**config.mk**
```make
export PLATFORM = sky130hd
export DESIGN_NAME = input_cmd
export DESIGN_NICKNAME = d
export VERILOG_FILES = /design/src/shared/input_cmd_pkg.sv /design/src/core/input_cmd.sv
export VERILOG_INCLUDE_DIRS = /design/src /design/src/shared
export SDC_FILE = /design/constraint.sdc
export NUM_CORES = 1
export LEC_CHECK = 0
export BUFFER_PORTS_ARGS = -buffer_cell sky130_fd_sc_hd__buf_2
export CAP_MARGIN = 10
export CORE_MARGIN = 3
export CORE_UTILIZATION = 60
export CTS_BUF_LIST = sky130_fd_sc_hd__clkbuf_8
export DETAILED_ROUTE_END_ITERATION = 10
export PLACE_DENSITY = 0.81
export SLEW_MARGIN = 15
export SYNTH_ARGS = -nofsm -noshare
export SYNTH_HDL_FRONTEND = slang
export SYNTH_SLANG_ARGS = --single-unit
export TNS_END_PERCENT = 10
```
**constraint.sdc**
```tcl
create_clock -name i_core_clk -period 3.8 [get_ports i_core_clk]
set_input_delay 0.38 -clock i_core_clk [delete_from_list [all_inputs] [get_ports i_core_clk]]
set_output_delay 0.38 -clock i_core_clk [all_outputs]
set_load 0.005 [all_outputs]
```
**src/shared/input_cmd_cfg.svh**
```systemverilog
/*
 configuration macros for the input command interpreter: input indices, register offsets,
 field positions, reset values and timing counts.
 assumes it is included by its bare name; guarded against double inclusion.
*/
`ifndef INPUT_CMD_CFG_SVH
`define INPUT_CMD_CFG_SVH
`define N_IN            12
`define IN_MB_CLOSE     0
`define IN_MB_OPEN      1
`define IN_MB_EXT       2
`define IN_MB_SYNC      3
`define IN_FLT_RST      4
`define IN_FLT_ACK      5
`define IN_TST_UNL      6
`define IN_TST_LD       7
`define IN_TST_LVL      8
`define IN_RRUN         9
`define IN_MSTART       10
`define IN_MSTOP        11
`define ADR_CTRL        8'h00
`define ADR_POL         8'h04
`define ADR_TDUR        8'h08
`define ADR_STAT        8'h0C
`define ADR_DLY0        8'h40
`define CTRL_TLOAD_BIT  8
`define CTRL_OPEN_BIT   9
`define POL_RST         12'h000
`define TDUR_RST        16'h0000
`define DLY_RST         8'h00
`define CLK_PERIOD_NS   4
`define TICK_PERIOD_NS  1000000
`endif

```
**src/shared/input_cmd_pkg.sv**
```systemverilog
/*
 types for the input command interpreter: mode encoding, bus request carrier and the state record.
 assumes input_cmd_cfg.svh supplies the input count.
*/
`include "input_cmd_cfg.svh"
package input_cmd_pkg;
    typedef enum logic [2:0] {
        MODE_IDLE_CLEAR, MODE_HAND, MODE_UNATTENDED, MODE_TEST, MODE_REMOTE_RUN
    } mode_t;

    typedef struct packed {
        logic        cyc;
        logic        stb;
        logic        we;
        logic [7:0]  adr;
        logic [3:0]  sel;
        logic [31:0] dat;
    } wb_req_t;

    typedef struct packed {
        mode_t                       mode;
        logic [`N_IN-1:0]            s1;
        logic [`N_IN-1:0]            s2;
        logic [`N_IN-1:0]            prev;
        logic [`N_IN-1:0]            pol;
        logic [`N_IN-1:0][7:0]       dly;
        logic [7:0]                  dcnt;
        logic                        rr;
        logic [15:0]                 tdur;
        logic [15:0]                 tcnt;
        logic                        tload_en;
        logic                        open_asg;
        logic                        tst_run;
        logic                        tst_load;
        logic                        tst_src;
        logic                        test_load_out;
        logic [17:0]                 pcnt;
        logic                        tick;
        logic                        start;
        logic                        mb_close;
        logic                        mb_open;
        logic                        mb_ext;
        logic                        sync;
        logic                        frst;
        logic                        fack;
        logic                        stop;
        logic                        ack;
        logic [31:0]                 rdat;
    } state_t;
endpackage : input_cmd_pkg

```
**src/core/input_cmd.sv**
```systemverilog
/*
 command interpreter for programmable digital inputs of a generator-set controller.
 assumes: inputs synchronous-capable levels, one 250 MHz clock, classic wishbone master.
*/
// Function
// mains-breaker close input acts only in hand-operation or test mode
// with no open input assigned, close input toggles the breaker
// mains-breaker open input acts only in hand-operation or test mode
// external-control input suppresses faults about breaker state while active
// sync request input makes the device synchronize for outside equipment
// fault reset rising edge clears all faults
// acknowledge rising edge acknowledges faults and silences horn
// unloaded-test edge in unattended mode starts a test without load
// loaded-test edge in unattended mode starts a test with load
// pulse test lasts the duration setting; zero means never run
// second edge on the same test input stops its test
// test level moves unattended to test unless intervention needed; release returns
// level-driven test uses the test-load enable setting
// remote-run level moves unattended to remote-run; release returns
// manual start edge in hand mode makes one start attempt until done
// manual stop edge in hand mode commands engine stop
// per-input polarity bit, reset to zero
// per-input delay setting, used by delayed functions only
// inputs synchronized, edges give one-cycle activation pulses
// mode held in one encoded register, reset to idle-clear
`timescale 1ns/1ps
`include "input_cmd_cfg.svh"
module input_cmd #(
    parameter int TICK_CYC = `TICK_PERIOD_NS / `CLK_PERIOD_NS
) (
    input  wire logic                    i_core_clk,
    input  wire logic                    i_rstn,
    input  wire logic [`N_IN-1:0]        i_din,
    input  wire logic                    i_mb_closed,
    input  wire logic                    i_auto_req,
    input  wire logic                    i_start_done,
    input  wire input_cmd_pkg::wb_req_t  i_wb,
    output logic                         o_wb_ack,
    output logic [31:0]                  o_wb_dat,
    output input_cmd_pkg::mode_t         o_mode,
    output logic                         o_mb_close,
    output logic                         o_mb_open,
    output logic                         o_mb_ext,
    output logic                         o_sync_req,
    output logic                         o_fault_reset,
    output logic                         o_fault_ack,
    output logic                         o_horn_silence,
    output logic                         o_test_run,
    output logic                         o_test_load,
    output logic                         o_start_cmd,
    output logic                         o_stop_cmd
);
    input_cmd_pkg::state_t q;
    input_cmd_pkg::state_t d;
    logic [`N_IN-1:0]      lvl;
    logic [`N_IN-1:0]      rise;
    logic                  wr;
    logic                  hand_or_test;
    logic [31:0]           wm;
    logic [31:0]           cur;
    logic [31:0]           nw;

    function automatic logic [31:0] merge(input logic [31:0] o, input logic [31:0] n, input logic [3:0] s);
        logic [31:0] r;
        r = o;
        for (int b = 0; b < 4; b++) begin
            if (s[b]) begin
                r[b*8 +: 8] = n[b*8 +: 8];
            end
        end
        return r;
    endfunction : merge

    assign lvl  = q.s2 ^ q.pol;
    assign rise = lvl & ~q.prev;
    assign wr   = i_wb.cyc && i_wb.stb && i_wb.we && !q.ack;
    assign hand_or_test = (q.mode == input_cmd_pkg::MODE_HAND) || (q.mode == input_cmd_pkg::MODE_TEST);

    always_comb begin
        d = q;
        cur = 32'h0000_0000;
        wm = 32'h0000_0000;
        nw = 32'h0000_0000;
        d.s1   = i_din;
        d.s2   = q.s1;
        d.prev = lvl;
        // one-millisecond tick; slow timers step on it to keep counters narrow
        d.tick = 1'b0;
        if (q.pcnt == 18'(TICK_CYC - 1)) begin
            d.pcnt = 18'h0_0000;
            d.tick = 1'b1;
        end else begin
            d.pcnt = q.pcnt + 18'h0_0001;
        end
        d.mb_close = 1'b0;
        d.mb_open  = 1'b0;
        d.frst     = 1'b0;
        d.fack     = 1'b0;
        d.stop     = 1'b0;
        if (rise[`IN_MB_CLOSE] && hand_or_test) begin
            if (!q.open_asg && i_mb_closed) begin
                d.mb_open = 1'b1;
            end else begin
                d.mb_close = 1'b1;
            end
        end
        if (rise[`IN_MB_OPEN] && hand_or_test && q.open_asg) begin
            d.mb_open = 1'b1;
        end
        d.mb_ext = lvl[`IN_MB_EXT];
        d.sync   = lvl[`IN_MB_SYNC];
        d.frst   = rise[`IN_FLT_RST];
        d.fack   = rise[`IN_FLT_ACK];
        // remote-run qualified by its own delay; release drops at once
        if (!lvl[`IN_RRUN]) begin
            d.dcnt = 8'h00;
            d.rr   = 1'b0;
        end else if (q.dcnt >= q.dly[`IN_RRUN]) begin
            d.rr = 1'b1;
        end else if (q.tick) begin
            d.dcnt = q.dcnt + 8'h01;
        end
        // pulse tests
        if (q.tst_run) begin
            if ((q.tst_src && rise[`IN_TST_LD]) || (!q.tst_src && rise[`IN_TST_UNL])) begin
                d.tst_run = 1'b0;
            end else if (q.tcnt >= q.tdur) begin
                d.tst_run = 1'b0;
            end else if (q.tick) begin
                d.tcnt = q.tcnt + 16'h0001;
            end
        end else if (q.mode == input_cmd_pkg::MODE_UNATTENDED && q.tdur != 16'h0000) begin
            if (rise[`IN_TST_UNL]) begin
                d.tst_run  = 1'b1;
                d.tst_load = 1'b0;
                d.tst_src  = 1'b0;
                d.tcnt     = 16'h0000;
            end else if (rise[`IN_TST_LD]) begin
                d.tst_run  = 1'b1;
                d.tst_load = 1'b1;
                d.tst_src  = 1'b1;
                d.tcnt     = 16'h0000;
            end
        end
        // mode changes; a software write wins over the inputs
        if (wr && i_wb.adr == `ADR_CTRL && i_wb.sel[0]
            && i_wb.dat[2:0] <= 3'(input_cmd_pkg::MODE_UNATTENDED)) begin
            d.mode = input_cmd_pkg::mode_t'(i_wb.dat[2:0]);
        end else begin
            unique case (q.mode)
                input_cmd_pkg::MODE_UNATTENDED: begin
                    if (lvl[`IN_TST_LVL] && !i_auto_req && !q.tst_run) begin
                        d.mode = input_cmd_pkg::MODE_TEST;
                    end else if (q.rr) begin
                        d.mode = input_cmd_pkg::MODE_REMOTE_RUN;
                    end
                end
                input_cmd_pkg::MODE_TEST: begin
                    if (!lvl[`IN_TST_LVL]) begin
                        d.mode = input_cmd_pkg::MODE_UNATTENDED;
                    end
                end
                input_cmd_pkg::MODE_REMOTE_RUN: begin
                    if (!q.rr) begin
                        d.mode = input_cmd_pkg::MODE_UNATTENDED;
                    end
                end
                default: begin
                end
            endcase
        end
        d.test_load_out = d.tst_run ? d.tst_load
                        : (d.mode == input_cmd_pkg::MODE_TEST) && q.tload_en;
        // start held until the sequencer reports success or failure
        if (q.start && i_start_done) begin
            d.start = 1'b0;
        end else if (rise[`IN_MSTART] && q.mode == input_cmd_pkg::MODE_HAND) begin
            d.start = 1'b1;
        end
        d.stop = rise[`IN_MSTOP] && q.mode == input_cmd_pkg::MODE_HAND;
        // wishbone slave: one wait state, unmapped reads zero, writes dropped
        d.ack = i_wb.cyc && i_wb.stb && !q.ack;
        unique case (i_wb.adr)
            `ADR_CTRL: cur = {22'h00_0000, q.open_asg, q.tload_en, 5'h00, 3'(q.mode)};
            `ADR_POL:  cur = {20'h0_0000, q.pol};
            `ADR_TDUR: cur = {16'h0000, q.tdur};
            `ADR_STAT: cur = {12'h000, q.start, q.rr, q.test_load_out, q.tst_run, 4'h0, lvl};
            default: begin
                if (i_wb.adr >= `ADR_DLY0 && i_wb.adr < 8'(`ADR_DLY0 + 4 * `N_IN)
                    && i_wb.adr[1:0] == 2'b00) begin
                    cur = {24'h00_0000, q.dly[4'((i_wb.adr - `ADR_DLY0) >> 2)]};
                end
            end
        endcase
        d.rdat = cur;
        if (wr) begin
            nw = merge(cur, i_wb.dat, i_wb.sel);
            wm = nw;
            unique case (i_wb.adr)
                `ADR_CTRL: begin
                    d.tload_en = wm[`CTRL_TLOAD_BIT];
                    d.open_asg = wm[`CTRL_OPEN_BIT];
                end
                `ADR_POL:  d.pol  = wm[`N_IN-1:0];
                `ADR_TDUR: d.tdur = wm[15:0];
                default: begin
                    if (i_wb.adr >= `ADR_DLY0 && i_wb.adr < 8'(`ADR_DLY0 + 4 * `N_IN)
                        && i_wb.adr[1:0] == 2'b00) begin
                        d.dly[4'((i_wb.adr - `ADR_DLY0) >> 2)] = wm[7:0];
                    end
                end
            endcase
        end
    end

    always_ff @(posedge i_core_clk or negedge i_rstn) begin
        if (!i_rstn) begin
            q <= '0;
            q.mode <= input_cmd_pkg::MODE_IDLE_CLEAR;
            q.pol  <= `POL_RST;
            q.tdur <= `TDUR_RST;
            q.dly  <= {`N_IN{`DLY_RST}};
        end else begin
            q <= d;
        end
    end

    assign o_wb_ack       = q.ack;
    assign o_wb_dat       = q.rdat;
    assign o_mode         = q.mode;
    assign o_mb_close     = q.mb_close;
    assign o_mb_open      = q.mb_open;
    assign o_mb_ext       = q.mb_ext;
    assign o_sync_req     = q.sync;
    assign o_fault_reset  = q.frst;
    assign o_fault_ack    = q.fack;
    assign o_horn_silence = q.fack;
    assign o_test_run     = q.tst_run;
    assign o_test_load    = q.test_load_out;
    assign o_start_cmd    = q.start;
    assign o_stop_cmd     = q.stop;
endmodule : input_cmd

```
==> results.ini, run 1 <==
[sta]
setup_viol = 0
fmax_mhz = 324
grt_setup_unrepaired = false
final-hold-violation-count = 0
skew_ns = 0.0301
slew_headroom_pct = 20.4
fin_crit_sh_pct = 81.2
finalSetupTns_ns = 0
period_minus_slack_ns = 3.09
slew_viol_final = 0
tightest_slew_ns = 1.18
holdWs_ns = 0.0402

[layout]
n_antenna_cell = 0
fin_area_mm2 = 0.0125
syn2layout_area_growth_pct = 12.5
drive_gt1_share_pct = 17.5
final_util_pct = 69.1
final_nets = 1237

[run]
drv_cap = 0

[routing]
num_vias = 8208
wire_per_inst_um = 17.8
ant_nets = 0
drt_iter0_markers = 657
drt-pass1-iter-count = 7
post-route-drc-count = 0
routed_via_density = 5.85
finalWirelength_mm = 24.9

[cts]
post_cts.repair.setup_buffers = 0
postCtsHoldBufs = 13
clk_path_buf_depth = 3
htreeDepth = 2
cts.sinks = 238
cts_resized = 0
cts_made_buffers = 38
clockRootBuffer = clkbuf_8
tritoncts = done
clk_pin_slew_ns = 0.07
clk-insertion-delay-late_ns = 0.53

[power]
p_per_area_mw_per_mm2 = 426
ir_drop_uv = 220
p_leak_nw = 5.83
power_mw = 5.32

[die]
rows = 49
die_area_mm2 = 0.0202
core_area_mm2 = 0.0181
die_x_um = 142
floorplan.initialDensity_pct = 61.4
ioPinCount = 111
die_h_um = 142

[yosys]
synthFlopType = dfrtp_1
synth_area_mm2 = 0.0111
seq_area_frac_synth_pct = 53.6
synthArstFlopShare_pct = 100
synth_edf_count = 0
ys_warn_count = 0
synth_seq_cells = 238
syn_inst = 1064
synth_cell_type_count = 69
syn_avg_cell_area_um2 = 10.4

[worst_hold_path]
min_from = i_mb_closed
hp-class = input pin to register
min_to = o_mb_close
whs_path_depth = 2

[grt]
grt_pass1_vias = 8102
track_usage_pct = 25.1
grt_pass1_wl_mm = 40.5
antenna_found_initial = 0
grt_max_degree = 103
grt-ovfl-total = 0

[critical_path]
critPathArrivalTime_ns = 3.50
worstSetupPathType = register to register
reg2reg_from = q[96]
reg2regPathDepth = 8
worstPathMaxFanout = 14
cp.required_ns = 4.21
cp-end-kind = register
reg2reg_slack_ns = 0.71
cp-start-kind = register
regToRegEndpoint = q[68]

[placed_design]
numPortBuffers = 80
dpl_cell_area_mm2 = 0.0116
place_congestion = 0.939
place_hpwl_mm = 17.0

[run_status]
run_status = finished, final reports clean

==> final cells by class <==
cell class	count	area [µm²]
multi-input cells	716	4560
flip-flops and latches	238	5960
clock buffers	50	688
repair buffers	117	746
fillers	1278	5590
clock inverters	17	125
inverters	35	131
well taps	229	287
==> cells in the mapped netlist (all sizes together) (2+ instances only) <==
master | instances | area [µm²]
mux4 | 24 | 541
nor3b | 5 | 58.8
or4 | 2 | 15.0
and4 | 3 | 26.3
nand4 | 11 | 68.8
or2 | 2 | 12.5
a2111oi | 2 | 17.5
dfrtp | 238 | 5960
a21boi | 2 | 15.0
o221ai | 4 | 35.0
buf | 52 | 364
and3 | 14 | 87.6
nand3b | 12 | 90.1
nor2b | 10 | 62.6
ha | 27 | 338
nor2 | 46 | 173
o31ai | 6 | 45.0
o21a | 5 | 38.8
or3 | 6 | 42.5
nand2b | 7 | 43.8
nand3 | 26 | 135
mux2 | 5 | 56.3
o2bb2ai | 8 | 70.1
a32oi | 7 | 61.3
xor2 | 21 | 184
o21ai | 155 | 776
clkbuf | 34 | 138
nand2 | 183 | 689
nor3 | 5 | 30.0
a211oi | 2 | 27.5
a21o | 5 | 37.5
o211ai | 3 | 22.5
mux2i | 21 | 210
a21oi | 28 | 140
nor4 | 8 | 50.1
xnor2 | 14 | 123
and2 | 10 | 62.6
inv | 35 | 131
==> cell usage in the layout, fill, tap and decap left out, drive strengths merged, types with 21 or more instances in the layout <==
| master | n |
|---|---|
| dfrtp | 238 |
| nand2 | 183 |
| o21ai | 155 |
| buf | 104 |
| clkbuf | 50 |
| nor2 | 46 |
| inv | 45 |
| a21oi | 28 |
| ha | 27 |
| nand3 | 26 |
| mux4 | 24 |
| xor2 | 21 |
| mux2i | 21 |
==> worst max-delay path, cell delays in order (launching register included) <==
cell	delay, ns
dfrtp_1	0.39
inv_1	0.08
ha_1	0.31
a21o_1	0.18
a2111oi_0	0.61
and3_1	0.28
o21a_2	0.24
o22ai_1	0.39
a221o_1	0.49
==> worst max-delay path by stage <==
| stage | startpoint | endpoint | cells after the start |
|---|---|---|---|
| 5_1_grt | q[80] | q[79] | 8 |
| 6_report | q[96] | q[68] | 8 |
| 4_1_cts | q[80] | q[68] | 7 |
| 2_1_floorplan | q[80] | q[80] | 9 |
| 3_3_place_gp | q[80] | q[68] | 7 |
| 3_5_place_dp | q[80] | q[68] | 7 |
==> stage by stage <==
| step | cells | setup slack [ns] |
|---|---|---|
| after floorplan | 1075 | 1.39 |
| after global placement | 1322 | 0.818 |
| after detailed placement | 1322 | 0.734 |
| after CTS | 1402 | 0.731 |
| after global routing | 1402 | 0.483 |
| final | 1402 | 0.714 |
==> layer usage <==
layer | vias up | global-route usage, % | wire length, µm
li1 | 3830 | - | -
met1 | 4001 | 32.6 | 10200
met2 | 323 | 42.7 | 12300
met3 | 54 | 4.84 | 1770
met4 | 0 | 8.74 | 689
met5 | - | 0 | 0
==> cells by family (layout without fill, tap and decap cells) <==
logic type,count (synthesis),count (layout),share of synthesized area (%)
simple gates,352,352,15.0
compound gates,240,240,12.6
flops,238,238,53.6
buf+inv,121,219,5.70
mux,50,50,7.26
xor+xnor,35,35,2.76
fa+ha+maj,27,27,3.04
other cells,1,12,0.0338
==> flip-flops by register name, indices dropped and copies added, names as in the netlist <==
| signal | count |
|---|---|
| d | 12 |
| o_wb_dat | 20 |
| o_test_run | 1 |
| o_mode | 3 |
| o_stop_cmd | 1 |
| o_test_load | 1 |
| o_mb_open | 1 |
| o_mb_close | 1 |
| q | 194 |
| o_wb_ack | 1 |
| o_start_cmd | 1 |
| o_fault_reset | 1 |
| o_fault_ack | 1 |
==> power breakdown <==
part           internal, mW  switching, mW
Clock                  1.31          0.970
Sequential             2.59         0.0504
Combinational         0.153          0.245
Total                  4.05           1.27
(Power assumes the default switching activity.)
==> inputs of run 2 (changes only) <==
--- a/config.mk
+++ b/config.mk
@@ -9,10 +9,10 @@
 export BUFFER_PORTS_ARGS = -buffer_cell sky130_fd_sc_hd__buf_2
 export CAP_MARGIN = 10
 export CORE_MARGIN = 3
-export CORE_UTILIZATION = 60
+export CORE_UTILIZATION = 55
 export CTS_BUF_LIST = sky130_fd_sc_hd__clkbuf_8
 export DETAILED_ROUTE_END_ITERATION = 10
-export PLACE_DENSITY = 0.81
+export PLACE_DENSITY = 0.78
 export SLEW_MARGIN = 15
 export SYNTH_ARGS = -nofsm -noshare
 export SYNTH_HDL_FRONTEND = slang
==> constraint.sdc (replaced) <==
create_clock -name i_core_clk -period 2.5 [get_ports i_core_clk]
set_input_delay 0.25 -clock i_core_clk [delete_from_list [all_inputs] [get_ports i_core_clk]]
set_output_delay 0.25 -clock i_core_clk [all_outputs]
set_load 0.005 [all_outputs]
==> run 2 against run 1 <==
Net effect:
- critical path depth up 3
- routed wire length up 4.6%
- critical path type unchanged
- non-clock buffer count up 40
- global-route usage down 0.84 points
==> results.ini, run 2 (synthesis results as in run 1) <==
[power]
p_switching_mw = 1.98
pwr-share-comb_pct = 8.5
p_leak_nw = 6.01
p_seq_share_pct = 50.7
power.share.clock_pct = 40.8
p_per_area_mw_per_mm2 = 611
swShare_pct = 25.1
power.internal_mw = 5.91
ir_drop_uv = 369

[die]
floorplan.initialDensity_pct = 56.5
die_x_um = 148
ioPinCount = 111
core_area_mm2 = 0.0197
rows = 51
die_h_um = 148
die_area_mm2 = 0.0219

[placed_design]
place_worst_setup_slack_ns = -0.0293
place_hpwl_mm = 17.9
numPortBuffers = 80
place_congestion = 0.889
dpl_cell_area_mm2 = 0.0118

[cts]
clockRootBuffer = clkbuf_8
tritoncts = done
clk-insertion-delay-late_ns = 0.55
htreeDepth = 2
cts.sinks = 238
clk_pin_slew_ns = 0.06
clk_path_buf_depth = 3
cts_made_buffers = 40

[sta]
fin_crit_sh_pct = 94.9
finalSetupTns_ns = 0
skew_ns = 0.0428
setup_ws_ns = 0.127
slew_headroom_pct = 56.1
tightest_slew_ns = 0.656
final-hold-violation-count = 0
slew_viol_final = 0
holdWs_ns = 0.0544
period_minus_slack_ns = 2.37
setup_viol = 0
fmax_mhz = 421

[layout]
fillers = 1485
regMostFlops = q
fin_area_mm2 = 0.0129
n_antenna_cell = 0
syn2layout_area_growth_pct = 16.2
drive_gt1_share_pct = 20.1
layout_common_cells = dfrtp_1 (238), nand2_1 (182), o21ai_0 (152)
final_nets = 1279
largest_reg_flops = 194
mostFrequentLayoutCell = dfrtp_1

[routing]
ant_nets = 0
num_vias = 8364
post-route-drc-count = 0
drt-pass1-iter-count = 6
finalWirelength_mm = 26.0
drt_iter0_markers = 619
routed_via_density = 5.67
wire_per_inst_um = 17.7

[grt]
track_usage_pct = 24.3
grt_pass1_vias = 8392
grt-ovfl-total = 0
grt_max_degree = 69
grt_pass1_wl_mm = 42.9
antenna_found_initial = 0

[critical_path]
worstPathMaxFanout = 5
path_cells = inv_1, ha_1, and4_1, a2111oi_4, buf_4, and3_4, o21a_2, o22ai_2, buf_6, o21ai_0, o31ai_1
worstSetupPathType = register to register
critPathArrivalTime_ns = 2.80
regToRegEndpoint = q[81]
reg2regPathDepth = 11
critPathMaxStageDelay_ns = 0.40
reg2reg_from = q[97]
cp-start-kind = register
slowest_stage = dfrtp_1
cp.required_ns = 2.93
cp-end-kind = register
reg2reg_slack_ns = 0.13

[worst_hold_path]
min_to = q[65]
min_from = i_wb[8]
hp-class = input pin to register
whs_path_depth = 3

[run_status]
run_status = finished, final reports clean

[run]
drv_cap = 0

[run 2: cell count changes in the layout (fill, tap and decap cells not counted), moves of 2 or more]
cell,delta
nor2_1,-2
buf_4,+26
clkbuf_8,-3
dlygate4sd3_1,+10
o21ai_0,-2
a21oi_2,+2
a2111oi_0,-2
buf_12,+3
bufinv_16,-2
a21oi_1,-2
[run 2: how the worst max path moves through the flow]
stage	from	cells past startpoint	end
final	q[97]	11	q[81]
after global placement	q[96]	11	q[73]
after global routing	q[97]	12	q[76]
after CTS	q[96]	11	q[81]
after detailed placement	q[96]	11	q[81]
after floorplan	q[80]	9	q[80]
[run 2: worst max-delay path, delay by kind of cell (launching register included)]
family	cells	cell delay [ns]
AOI/OAI and AO/OA	5	0.69
and+or+nand+nor	2	0.42
DFF	1	0.40
buffers and inverters	3	0.40
adders and majority gates	1	0.33
[run 2: power by group through the flow]
stage	combinational (mW)	clock, mW	sequential, mW
4_1_cts	0.669	3.28	4.00
3_3_place_gp	0.625	0	4.06
5_1_grt	0.740	3.44	4.00
3_5_place_dp	0.636	0	4.07
6_report	0.673	3.21	4.00
2_1_floorplan	0.367	0	4.06
[run 2: area by class of cell]
| type | count | area [µm²] | area share, % |
|---|---|---|---|
| Tap cell | 265 | 332 | 2.57 |
| Multi-Input combinational cell | 716 | 4640 | 35.9 |
| Timing Repair Buffer | 157 | 1110 | 8.62 |
| Clock inverter | 17 | 88.8 | 0.688 |
| Inverter | 35 | 131 | 1.02 |
| Clock buffer | 47 | 647 | 5.01 |
| Sequential cell | 238 | 5960 | 46.2 |
[run 2: routing by layer]
metal	part of all wire, %	GRT usage, %
met1	42	32.8
met2	49	40.5
met3	5.5	4.14
met4	2.8	7.85
met5	0	0
[run 2: metrics by stage]
step / cells / power, mW / util, %
2_1_floorplan: 1075 / 4.42 / -
3_3_place_gp: 1386 / 4.69 / 60.3
3_5_place_dp: 1386 / 4.70 / 60.3
4_1_cts: 1473 / 7.95 / 65.2
5_1_grt: 1475 / 8.19 / 65.7
6_report: 1475 / 7.88 / 65.7
[run 2: timing repair]
item / CTS / global route
hold buffers: 23 / 0
setup buffers: 0 / 2
resized for setup: 2 / 17
pin swaps: 0 / 3
hold endpoints to repair: 84 / 0
gates cloned: 0 / 0
endpoints found under the setup margin: 6 / 19
